<file path="src/plc_pkg.sv">
// Shared constants and types for the loop control and lock model.
package plc_pkg;

  localparam int unsigned CNT_W        = 8;
  localparam int unsigned TAP_W        = 3;
  localparam int unsigned PER_W        = 16;
  localparam int unsigned DIV_W        = 8;
  localparam int unsigned NOUT_DEF     = 3;
  // Fine phase steps per VCO period; one step is one clk_i cycle.
  localparam int unsigned TAPS         = 8;
  localparam int unsigned LOCK_MIN     = 2;
  localparam int unsigned LOCK_MAX     = 10;
  localparam int unsigned LOCK_CYC_DEF = 4;
  // VCO period window, in clk_i cycles.
  localparam int unsigned VCO_PER_MIN  = 2;
  localparam int unsigned VCO_PER_MAX  = 64;
  localparam logic [PER_W-1:0] PER_RST = 16'h0000;
  localparam logic [CNT_W+TAP_W:0] CNT_RST = 12'h000;

  typedef enum logic [1:0] {
    PLC_OFF,
    PLC_ACQ,
    PLC_LOCK
  } plc_state_t;

  typedef struct packed {
    logic [CNT_W-1:0] high;
    logic [CNT_W-1:0] low;
    logic [CNT_W-1:0] init;
    logic [TAP_W-1:0] tap;
  } plc_out_cfg_t;

  typedef struct packed {
    logic [DIV_W-1:0] mult;
    logic [DIV_W-1:0] div;
  } plc_ratio_t;

endpackage

</file>
<file path="src/plc_pll_ctrl.sv">
// Digital control, lock and post-scale logic of a phase-locked loop.
//
// Notes on behaviour
// - Enable low drops lock and holds every output clock low.
// - Reset input high drops lock and forces every output clock low.
// - Detector enable low holds lock at its current value; output clocks keep toggling.
// - Lock asserts two to ten reference cycles after acquisition begins.
// - On input frequency change, check fin*M/N against VCO range; lose lock outside.
// - Fine phase is a tap index zero to seven, eighth-period steps.
// - Each counter waits an initial number of VCO cycles before counting.
// - Counter splits into high and low counts setting the duty cycle.
module plc_pll_ctrl #(
  parameter int unsigned NOUT     = plc_pkg::NOUT_DEF,
  parameter int unsigned LOCK_CYC = plc_pkg::LOCK_CYC_DEF
) (
  input  wire logic                                  clk_i,
  input  wire logic                                  nrst_i,
  input  wire logic                                  ref_clk_i,
  input  wire logic                                  pll_en_i,
  input  wire logic                                  areset_i,
  input  wire logic                                  pfd_en_i,
  input  wire plc_pkg::plc_ratio_t                   ratio_i,
  input  wire plc_pkg::plc_out_cfg_t [NOUT-1:0]      out_cfg_i,
  output logic [NOUT-1:0]                            clk_o,
  output logic                                       locked_o
);

  localparam int unsigned CW = plc_pkg::CNT_W + plc_pkg::TAP_W + 1;
  localparam int unsigned PW = plc_pkg::PER_W;
  localparam int unsigned MW = PW + plc_pkg::DIV_W;

  // Scale a VCO-cycle count into clk_i cycles; a zero count acts as one.
  function automatic logic [CW-1:0] vco_cyc(input logic [plc_pkg::CNT_W-1:0] n);
    logic [CW-1:0] v;
    v = (n == '0) ? CW'(1) : CW'(n);
    return CW'(v * CW'(plc_pkg::TAPS));
  endfunction

  //////////////////////////////////////////////////////////////////////////
  // Pin synchronisers. Control pins are asynchronous to clk_i.
  logic [3:0] meta_r;
  logic [2:0] sync_r;
  logic       ref_d_r;

  always_ff @(posedge clk_i or negedge nrst_i) begin
    if (!nrst_i) begin
      meta_r  <= 4'h0;
      sync_r  <= 3'h0;
      ref_d_r <= 1'b0;
    end else begin
      meta_r  <= {ref_clk_i, pll_en_i, areset_i, pfd_en_i};
      sync_r  <= meta_r[2:0];
      ref_d_r <= meta_r[3];
    end
  end

  logic ref_s_r;
  always_ff @(posedge clk_i or negedge nrst_i) begin
    if (!nrst_i) begin
      ref_s_r <= 1'b0;
    end else begin
      ref_s_r <= ref_d_r;
    end
  end

  logic en_s, rst_s, pfd_s, run, ref_edge;
  assign en_s     = sync_r[2];
  assign rst_s    = sync_r[1];
  assign pfd_s    = sync_r[0];
  assign run      = en_s && !rst_s;
  assign ref_edge = ref_d_r && !ref_s_r;

  //////////////////////////////////////////////////////////////////////////
  // Reference period measurement and VCO range check.
  logic [PW-1:0] per_cnt_r, per_r;
  logic          per_vld_r;

  always_ff @(posedge clk_i or negedge nrst_i) begin
    if (!nrst_i) begin
      per_cnt_r <= plc_pkg::PER_RST;
      per_r     <= plc_pkg::PER_RST;
      per_vld_r <= 1'b0;
    end else if (!run) begin
      per_cnt_r <= plc_pkg::PER_RST;
      per_r     <= plc_pkg::PER_RST;
      per_vld_r <= 1'b0;
    end else if (ref_edge) begin
      per_cnt_r <= PW'(1);
      per_r     <= per_cnt_r;
      per_vld_r <= 1'b1;
    end else if (per_cnt_r != '1) begin
      per_cnt_r <= per_cnt_r + PW'(1);
    end
  end

  logic [MW-1:0] per_n, lim_lo, lim_hi;
  logic          in_range, freq_chg;
  assign per_n    = MW'(per_cnt_r) * MW'(ratio_i.div);
  assign lim_lo   = MW'(ratio_i.mult) * MW'(plc_pkg::VCO_PER_MIN);
  assign lim_hi   = MW'(ratio_i.mult) * MW'(plc_pkg::VCO_PER_MAX);
  assign in_range = per_vld_r && (ratio_i.mult != '0) && (per_n >= lim_lo) && (per_n <= lim_hi);
  assign freq_chg = per_vld_r && (per_cnt_r != per_r);

  //////////////////////////////////////////////////////////////////////////
  // Lock acquisition.
  plc_pkg::plc_state_t state_r, state_nxt;
  logic [3:0]          lock_cnt_r;
  logic                locked_r;

  always_comb begin
    state_nxt = state_r;
    unique case (state_r)
      plc_pkg::PLC_OFF:  state_nxt = plc_pkg::PLC_ACQ;
      plc_pkg::PLC_ACQ:  if (pfd_s && ref_edge && in_range && !freq_chg &&
                             lock_cnt_r == 4'(LOCK_CYC - 1)) begin
                           state_nxt = plc_pkg::PLC_ACQ == state_r ? plc_pkg::PLC_LOCK
                                                                   : state_r;
                         end
      plc_pkg::PLC_LOCK: if (pfd_s && ref_edge && freq_chg && !in_range) begin
                           state_nxt = plc_pkg::PLC_ACQ;
                         end
    endcase
    if (!run) begin
      state_nxt = plc_pkg::PLC_OFF;
    end
  end

  always_ff @(posedge clk_i or negedge nrst_i) begin
    if (!nrst_i) begin
      state_r  <= plc_pkg::PLC_OFF;
      locked_r <= 1'b0;
    end else begin
      state_r  <= state_nxt;
      locked_r <= (state_nxt == plc_pkg::PLC_LOCK);
    end
  end

  // Lock counting stalls while the phase detector is off.
  always_ff @(posedge clk_i or negedge nrst_i) begin
    if (!nrst_i) begin
      lock_cnt_r <= 4'h0;
    end else if (!run || state_r != plc_pkg::PLC_ACQ) begin
      lock_cnt_r <= 4'h0;
    end else if (pfd_s && ref_edge) begin
      lock_cnt_r <= (in_range && !freq_chg) ? lock_cnt_r + 4'h1 : 4'h0;
    end
  end

  assign locked_o = locked_r;

  //////////////////////////////////////////////////////////////////////////
  // Post-scale counters, one per output clock.
  logic [NOUT-1:0] clk_r, started_r;
  logic [CW-1:0]   cnt_r [NOUT];
  logic [CW-1:0]   wait_tgt [NOUT];

  for (genvar i = 0; i < NOUT; i++) begin : g_out
    assign wait_tgt[i] = CW'(CW'(out_cfg_i[i].init) * CW'(plc_pkg::TAPS)) +
                         CW'(out_cfg_i[i].tap);

    always_ff @(posedge clk_i or negedge nrst_i) begin
      if (!nrst_i) begin
        clk_r[i]     <= 1'b0;
        started_r[i] <= 1'b0;
        cnt_r[i]     <= plc_pkg::CNT_RST;
      end else if (!run) begin
        clk_r[i]     <= 1'b0;
        started_r[i] <= 1'b0;
        cnt_r[i]     <= plc_pkg::CNT_RST;
      end else if (!started_r[i]) begin
        if (cnt_r[i] == wait_tgt[i]) begin
          started_r[i] <= 1'b1;
          clk_r[i]     <= 1'b1;
          cnt_r[i]     <= vco_cyc(out_cfg_i[i].high) - CW'(1);
        end else begin
          cnt_r[i] <= cnt_r[i] + CW'(1);
        end
      end else if (cnt_r[i] == '0) begin
        clk_r[i] <= !clk_r[i];
        cnt_r[i] <= (clk_r[i] ? vco_cyc(out_cfg_i[i].low)
                              : vco_cyc(out_cfg_i[i].high)) - CW'(1);
      end else begin
        cnt_r[i] <= cnt_r[i] - CW'(1);
      end
    end

    AST_PHASE: assert property (@(posedge clk_i) disable iff (!nrst_i)
      $rose(started_r[i]) |-> $past(cnt_r[i]) == $past(wait_tgt[i]))
      else $error("Output started before its initial wait elapsed.");
    AST_TAP: assert property (@(posedge clk_i) disable iff (!nrst_i)
      (run && !started_r[i]) |-> wait_tgt[i][plc_pkg::TAP_W-1:0] == out_cfg_i[i].tap)
      else $error("Fine phase offset differs from tap index.");
    AST_DUTY: assert property (@(posedge clk_i) disable iff (!nrst_i)
      (run && started_r[i] && !clk_r[i] && cnt_r[i] == '0) ##1 run |->
      clk_r[i] && cnt_r[i] == vco_cyc($past(out_cfg_i[i].high)) - CW'(1))
      else $error("High phase not loaded from high count.");
    AST_PFD_RUN: assert property (@(posedge clk_i) disable iff (!nrst_i)
      (run && !pfd_s && started_r[i] && cnt_r[i] == '0) |=> !run || $changed(clk_r[i]))
      else $error("Output stopped toggling while detector off.");
  end

  assign clk_o = clk_r;

  //////////////////////////////////////////////////////////////////////////
  // Checks on lock and gating.
  AST_EN_OFF: assert property (@(posedge clk_i) disable iff (!nrst_i)
    !en_s |=> !locked_o && clk_o == '0)
    else $error("Lock or clock active while disabled.");
  AST_RST_OFF: assert property (@(posedge clk_i) disable iff (!nrst_i)
    rst_s |=> !locked_o && clk_o == '0)
    else $error("Lock or clock active during reset input.");
  AST_PFD_HOLD: assert property (@(posedge clk_i) disable iff (!nrst_i)
    (run && !pfd_s) ##1 run |-> $stable(locked_r))
    else $error("Lock changed while detector off.");
  AST_LOCK_CNT: assert property (@(posedge clk_i) disable iff (!nrst_i)
    $rose(locked_r) |-> $past(lock_cnt_r) == 4'(LOCK_CYC - 1) &&
    LOCK_CYC >= plc_pkg::LOCK_MIN && LOCK_CYC <= plc_pkg::LOCK_MAX)
    else $error("Lock asserted after wrong reference cycle count.");
  AST_RANGE: assert property (@(posedge clk_i) disable iff (!nrst_i)
    (run && pfd_s && ref_edge && freq_chg && !in_range) |=> !locked_r)
    else $error("Lock kept with VCO out of range.");
  AST_RESTART: assert property (@(posedge clk_i) disable iff (!nrst_i)
    (state_r == plc_pkg::PLC_OFF) |=> lock_cnt_r == 4'h0 && !locked_r)
    else $error("Lock count not restarted.");

  COV_LOCK: cover property (@(posedge clk_i) disable iff (!nrst_i) $rose(locked_r));
  COV_LOSS: cover property (@(posedge clk_i) disable iff (!nrst_i)
    locked_r && run ##1 !locked_r);
  COV_PFD: cover property (@(posedge clk_i) disable iff (!nrst_i)
    locked_r && !pfd_s ##1 locked_r);

endmodule

</file>
<file path="config.mk">
export PLATFORM = sky130hd
export DESIGN_NAME = plc_pll_ctrl
export DESIGN_NICKNAME = d
export VERILOG_FILES = /design/src/plc_pkg.sv /design/src/plc_pll_ctrl.sv
export SDC_FILE = /design/constraint.sdc
export NUM_CORES = 1
export LEC_CHECK = 0
export BUFFER_PORTS_ARGS = -buffer_cell sky130_fd_sc_hd__buf_4
export CAP_MARGIN = 10
export CORE_MARGIN = 10
export CORE_UTILIZATION = 63
export CTS_BUF_LIST = sky130_fd_sc_hd__clkbuf_8
export DETAILED_ROUTE_END_ITERATION = 7
export GPL_TIMING_DRIVEN = 0
export PLACE_DENSITY_LB_ADDON = 0.12
export SYNTH_ARGS = -nofsm -noshare
export SYNTH_HDL_FRONTEND = slang
export SYNTH_SLANG_ARGS = --single-unit
</file>
<file path="constraint.sdc">
create_clock -name clk_i -period 7.23 [get_ports clk_i]
set_input_delay 0.3615 -clock clk_i [delete_from_list [all_inputs] [get_ports clk_i]]
set_output_delay 0.3615 -clock clk_i [all_outputs]
set_load 0.01 [all_outputs]
</file>
==> metrics.md <==
| Metric | Value |
|---|---|
| Worst-skew pair later-pin latency | roughly 0.4 ns |
| Finished Layout Cells | 1754 |
| CTS Buffer Depth | 2 |
| Die width | about 160 um |
| Synth warn | 0 |
| Worst EP required | between 7 and 8 ns |
| Leakage | about 6.0 nW |
| PwrDens | 86.1 nW/um^2 |
| Final nets | roughly 1800 |
| Mapped Area | 11600 um^2 |
| Slew margin rel. | a little under a fifth |
| Synth area leader | dfrtp_1 |
| Post-layout min period | 6.96 ns |
| Finished Core Util | 71.8% |
| Row count | 49 |
| Final setup violation count | 0 |
| # clock sinks | 91 |
| Fmax | ~0.14 GHz |
| Net count after synthesis | 1664 |
| WP data arrival | 7.24 ns |
| Run status | complete, no violations |
| Layout area overhead | 12.0% |
| Post-Syn Area per Cell | approximately 8.3 um^2 |
| Routed Antenna Nets | 0 |
| WHS | 0.0621 ns |
| Via count | 10400 |
| Largest net degree at the start of global routing | 92 |
| Total GRT Usage | 24.8% |
| Share of cells above drive strength 1 | a little over a tenth |
| DIE HEIGHT | 155 um |
| FFs w/ async S/R, synth | 100% |
| VDD IR max | 0.0000988 V |
| Final cycle utilization of the critical path | 96.2% |
| First-pass GRT wire length | about 50000 um |
| CTS tree | done |
| 1st-pass router iterations | 5 |
| Worst-path clk slew | around 0.13 ns |
| Initial antenna violation count | 0 |
| Yosys cell types | 66 |
| Synth top area share | about a fifth |
| Initial Util | 64.1% |
| Final-report hold violation count | 0 |
| Seq cells post-synth | 91 |
| Synth top area cells | dfrtp_1 20%, fa_1 15%, ha_1 8.4% |
| # IOs | about 110 |
| CP startpoint kind | flop |
| Crit. End Element | flop |
| Grt ovf | 0 |
| Die ar. | 24200 um^2 |
| Vias in the first global route | around 10000 |
| Core area | 18000 um^2 |
| # diodes | 0 |
| Ys flop type | dfrtp_1 |
| DR WL/cell | around 17 um |
| Worst Setup Path Type | reg2reg |
| Post-route cell area | between 10000 and 15000 um^2 |
| Filler Cell Count | around 1500 |
| Area of the multi-input gates | 8500 um^2 |
| Tightest Pin Transition | 1.21 ns |
| Cell with the most instances after synthesis | inv_1 |
| Register area | between 2000 and 2500 um^2 |
| Setup TNS | 0 ns |
| HP Class | in2reg |
| Max-cap violation count | 0 |
| Wire length after detailed routing | 30100 um |
| DRC Markers | 0 |
| Gp weighted congestion | 0.932 |
| EDFF count, synth | 0 |
| H-tree Lvls | 3 |
| Total CTS buffers | 9 |
| Vias per inst | 5.95 |
| Initial DRC Count | 727 |
| Cells after Synth | 1399 |
| Detailed placement HPWL | about 24000 um |
| Worst Skew | 0.0287 ns |
| Cells after DPL | 1734 |
| Slew Viols, Final | 0 |
| CTS root buf | clkbuf_8 |
| Top post-synthesis cells by count | 137 x inv_1, 113 x nand2_1, 111 x and2_1 |
| Post-synthesis sequential area ratio | about a fifth |
| Port bufs | 106 |
| Peak fanout along the critical path | 10 |
| Placed Area | 12600 um^2 |
-- repair_timing --
action,4_1_cts,5_1_grt
gates cloned,0,0
pin swaps,1,3
resized for setup,7,21
hold endpoints to repair,0,29
buffers inserted,2,2
setup endpoints to repair,7,7
hold buffers,0,1
-- routing by layer --
layer | global-route usage [%] | vias up | wire length (um)
li1 | - | 4979 | -
met1 | 32.6 | 5114 | 13200
met2 | 42.0 | 304 | 14900
met3 | 3.50 | 44 | 1450
met4 | 6.55 | 0 | 629
met5 | 0 | - | 0
-- worst paths after layout --
check | start | to | slack (ns) | cells after the start
max | per_cnt_r[2]$_DFFE_PN0P_ | state_r[0]$_DFF_PN0_ | 0.27 | 25
min reg2reg | meta_r[3]$_DFF_PN0_ | ref_d_r$_DFF_PN0_ | 0.35 | 0
max in group asynchronous | nrst_i | per_cnt_r[3]$_DFFE_PN0P_ | 6.14 | 3
min | ref_clk_i | meta_r[3]$_DFF_PN0_ | 0.06 | 1
min in group asynchronous | nrst_i | cnt_r[29]$_DFF_PN0_ | 0.44 | 2
max reg2reg | per_cnt_r[2]$_DFFE_PN0P_ | state_r[0]$_DFF_PN0_ | 0.27 | 25
-- layout by cell type, fill, tap and decap left out, drive strengths merged, types with 7 or more instances in the layout --
| cell | instances |
|---|---|
| or3 | 12 |
| dfrtp | 91 |
| xnor2 | 65 |
| nor2 | 104 |
| o21bai | 7 |
| fa | 84 |
| nor3b | 7 |
| nand2b | 12 |
| o31ai | 10 |
| a31oi | 11 |
| nand3 | 38 |
| ha | 78 |
| mux2i | 9 |
| a211oi | 36 |
| and3 | 14 |
| xor2 | 77 |
| nor3 | 26 |
| nor4 | 26 |
| nand2 | 113 |
| nand4 | 20 |
| mux2 | 18 |
| clkbuf | 74 |
| inv | 140 |
| buf | 119 |
| and2 | 111 |
| nor2b | 10 |
| o21ai | 23 |
| a21o | 15 |
| a21oi | 99 |
-- per-stage QoR --
step	setup slack (ns)	total power, W
after floorplan	0.678	0.000648
after global placement	-0.318	0.000750
after detailed placement	-0.492	0.000754
after CTS	0.0124	0.00111
after global routing	-0.0569	0.00117
final	0.274	0.00112
-- critical path: stages, from the launching register on --
cell	delay (ns)
dfrtp_1	0.45
clkbuf_4	0.25
nand2_1	0.08
fa_1	0.48
fa_1	0.56
inv_1	0.06
fa_1	0.54
inv_1	0.06
fa_1	0.53
inv_1	0.05
ha_2	0.32
a21o_1	0.22
a221o_1	0.38
a21o_1	0.20
a31oi_1	0.20
xnor2_1	0.15
ha_1	0.32
nand2_1	0.09
a2111oi_2	0.25
nand4b_1	0.18
a31oi_1	0.21
o211ai_1	0.16
a211o_1	0.32
o41ai_1	0.37
o211ai_1	0.19
o21a_1	0.20
-- cell families (layout without fill, tap and decap cells) --
logic type / Yosys count / count (layout) / synth area share [%]
AOI/OAI and AO/OA: 251 / 251 / 14.1
xor gates and xnor gates: 142 / 142 / 10.8
adders and majority gates: 162 / 162 / 23.0
buffers and inverters: 212 / 338 / 6.90
DFF: 91 / 91 / 19.7
muxes: 27 / 27 / 2.57
and+or+nand+nor: 514 / 514 / 23.0
-- sequential cells by signal, indices dropped and copies added, names as in the netlist --
signal	flops
cnt_r	36
per_cnt_r	16
per_r	16
lock_cnt_r	4
meta_r	4
clk_o	3
started_r	3
sync_r	3
state_r	2
locked_o	1
per_vld_r	1
ref_d_r	1
ref_s_r	1
-- report_power, final --
part           internal, W  total [W]  switching [W]
Combinational    0.0000995   0.000231       0.000132
Sequential        0.000514   0.000520     0.00000565
Clock             0.000138   0.000364       0.000226
-- layout make-up --
| cell class | count | share of cell area, % |
|---|---|---|
| plain buffers | 73 | 2.27 |
| well taps | 229 | 2.21 |
| multi-input cells | 1096 | 65.7 |
| clock inverters | 7 | 0.628 |
| flip-flops and latches | 91 | 17.6 |
| inverters | 137 | 3.97 |
| clock buffers | 9 | 0.957 |
| repair buffers | 112 | 6.67 |
Note: power is estimated with default switching activity, not from simulation.
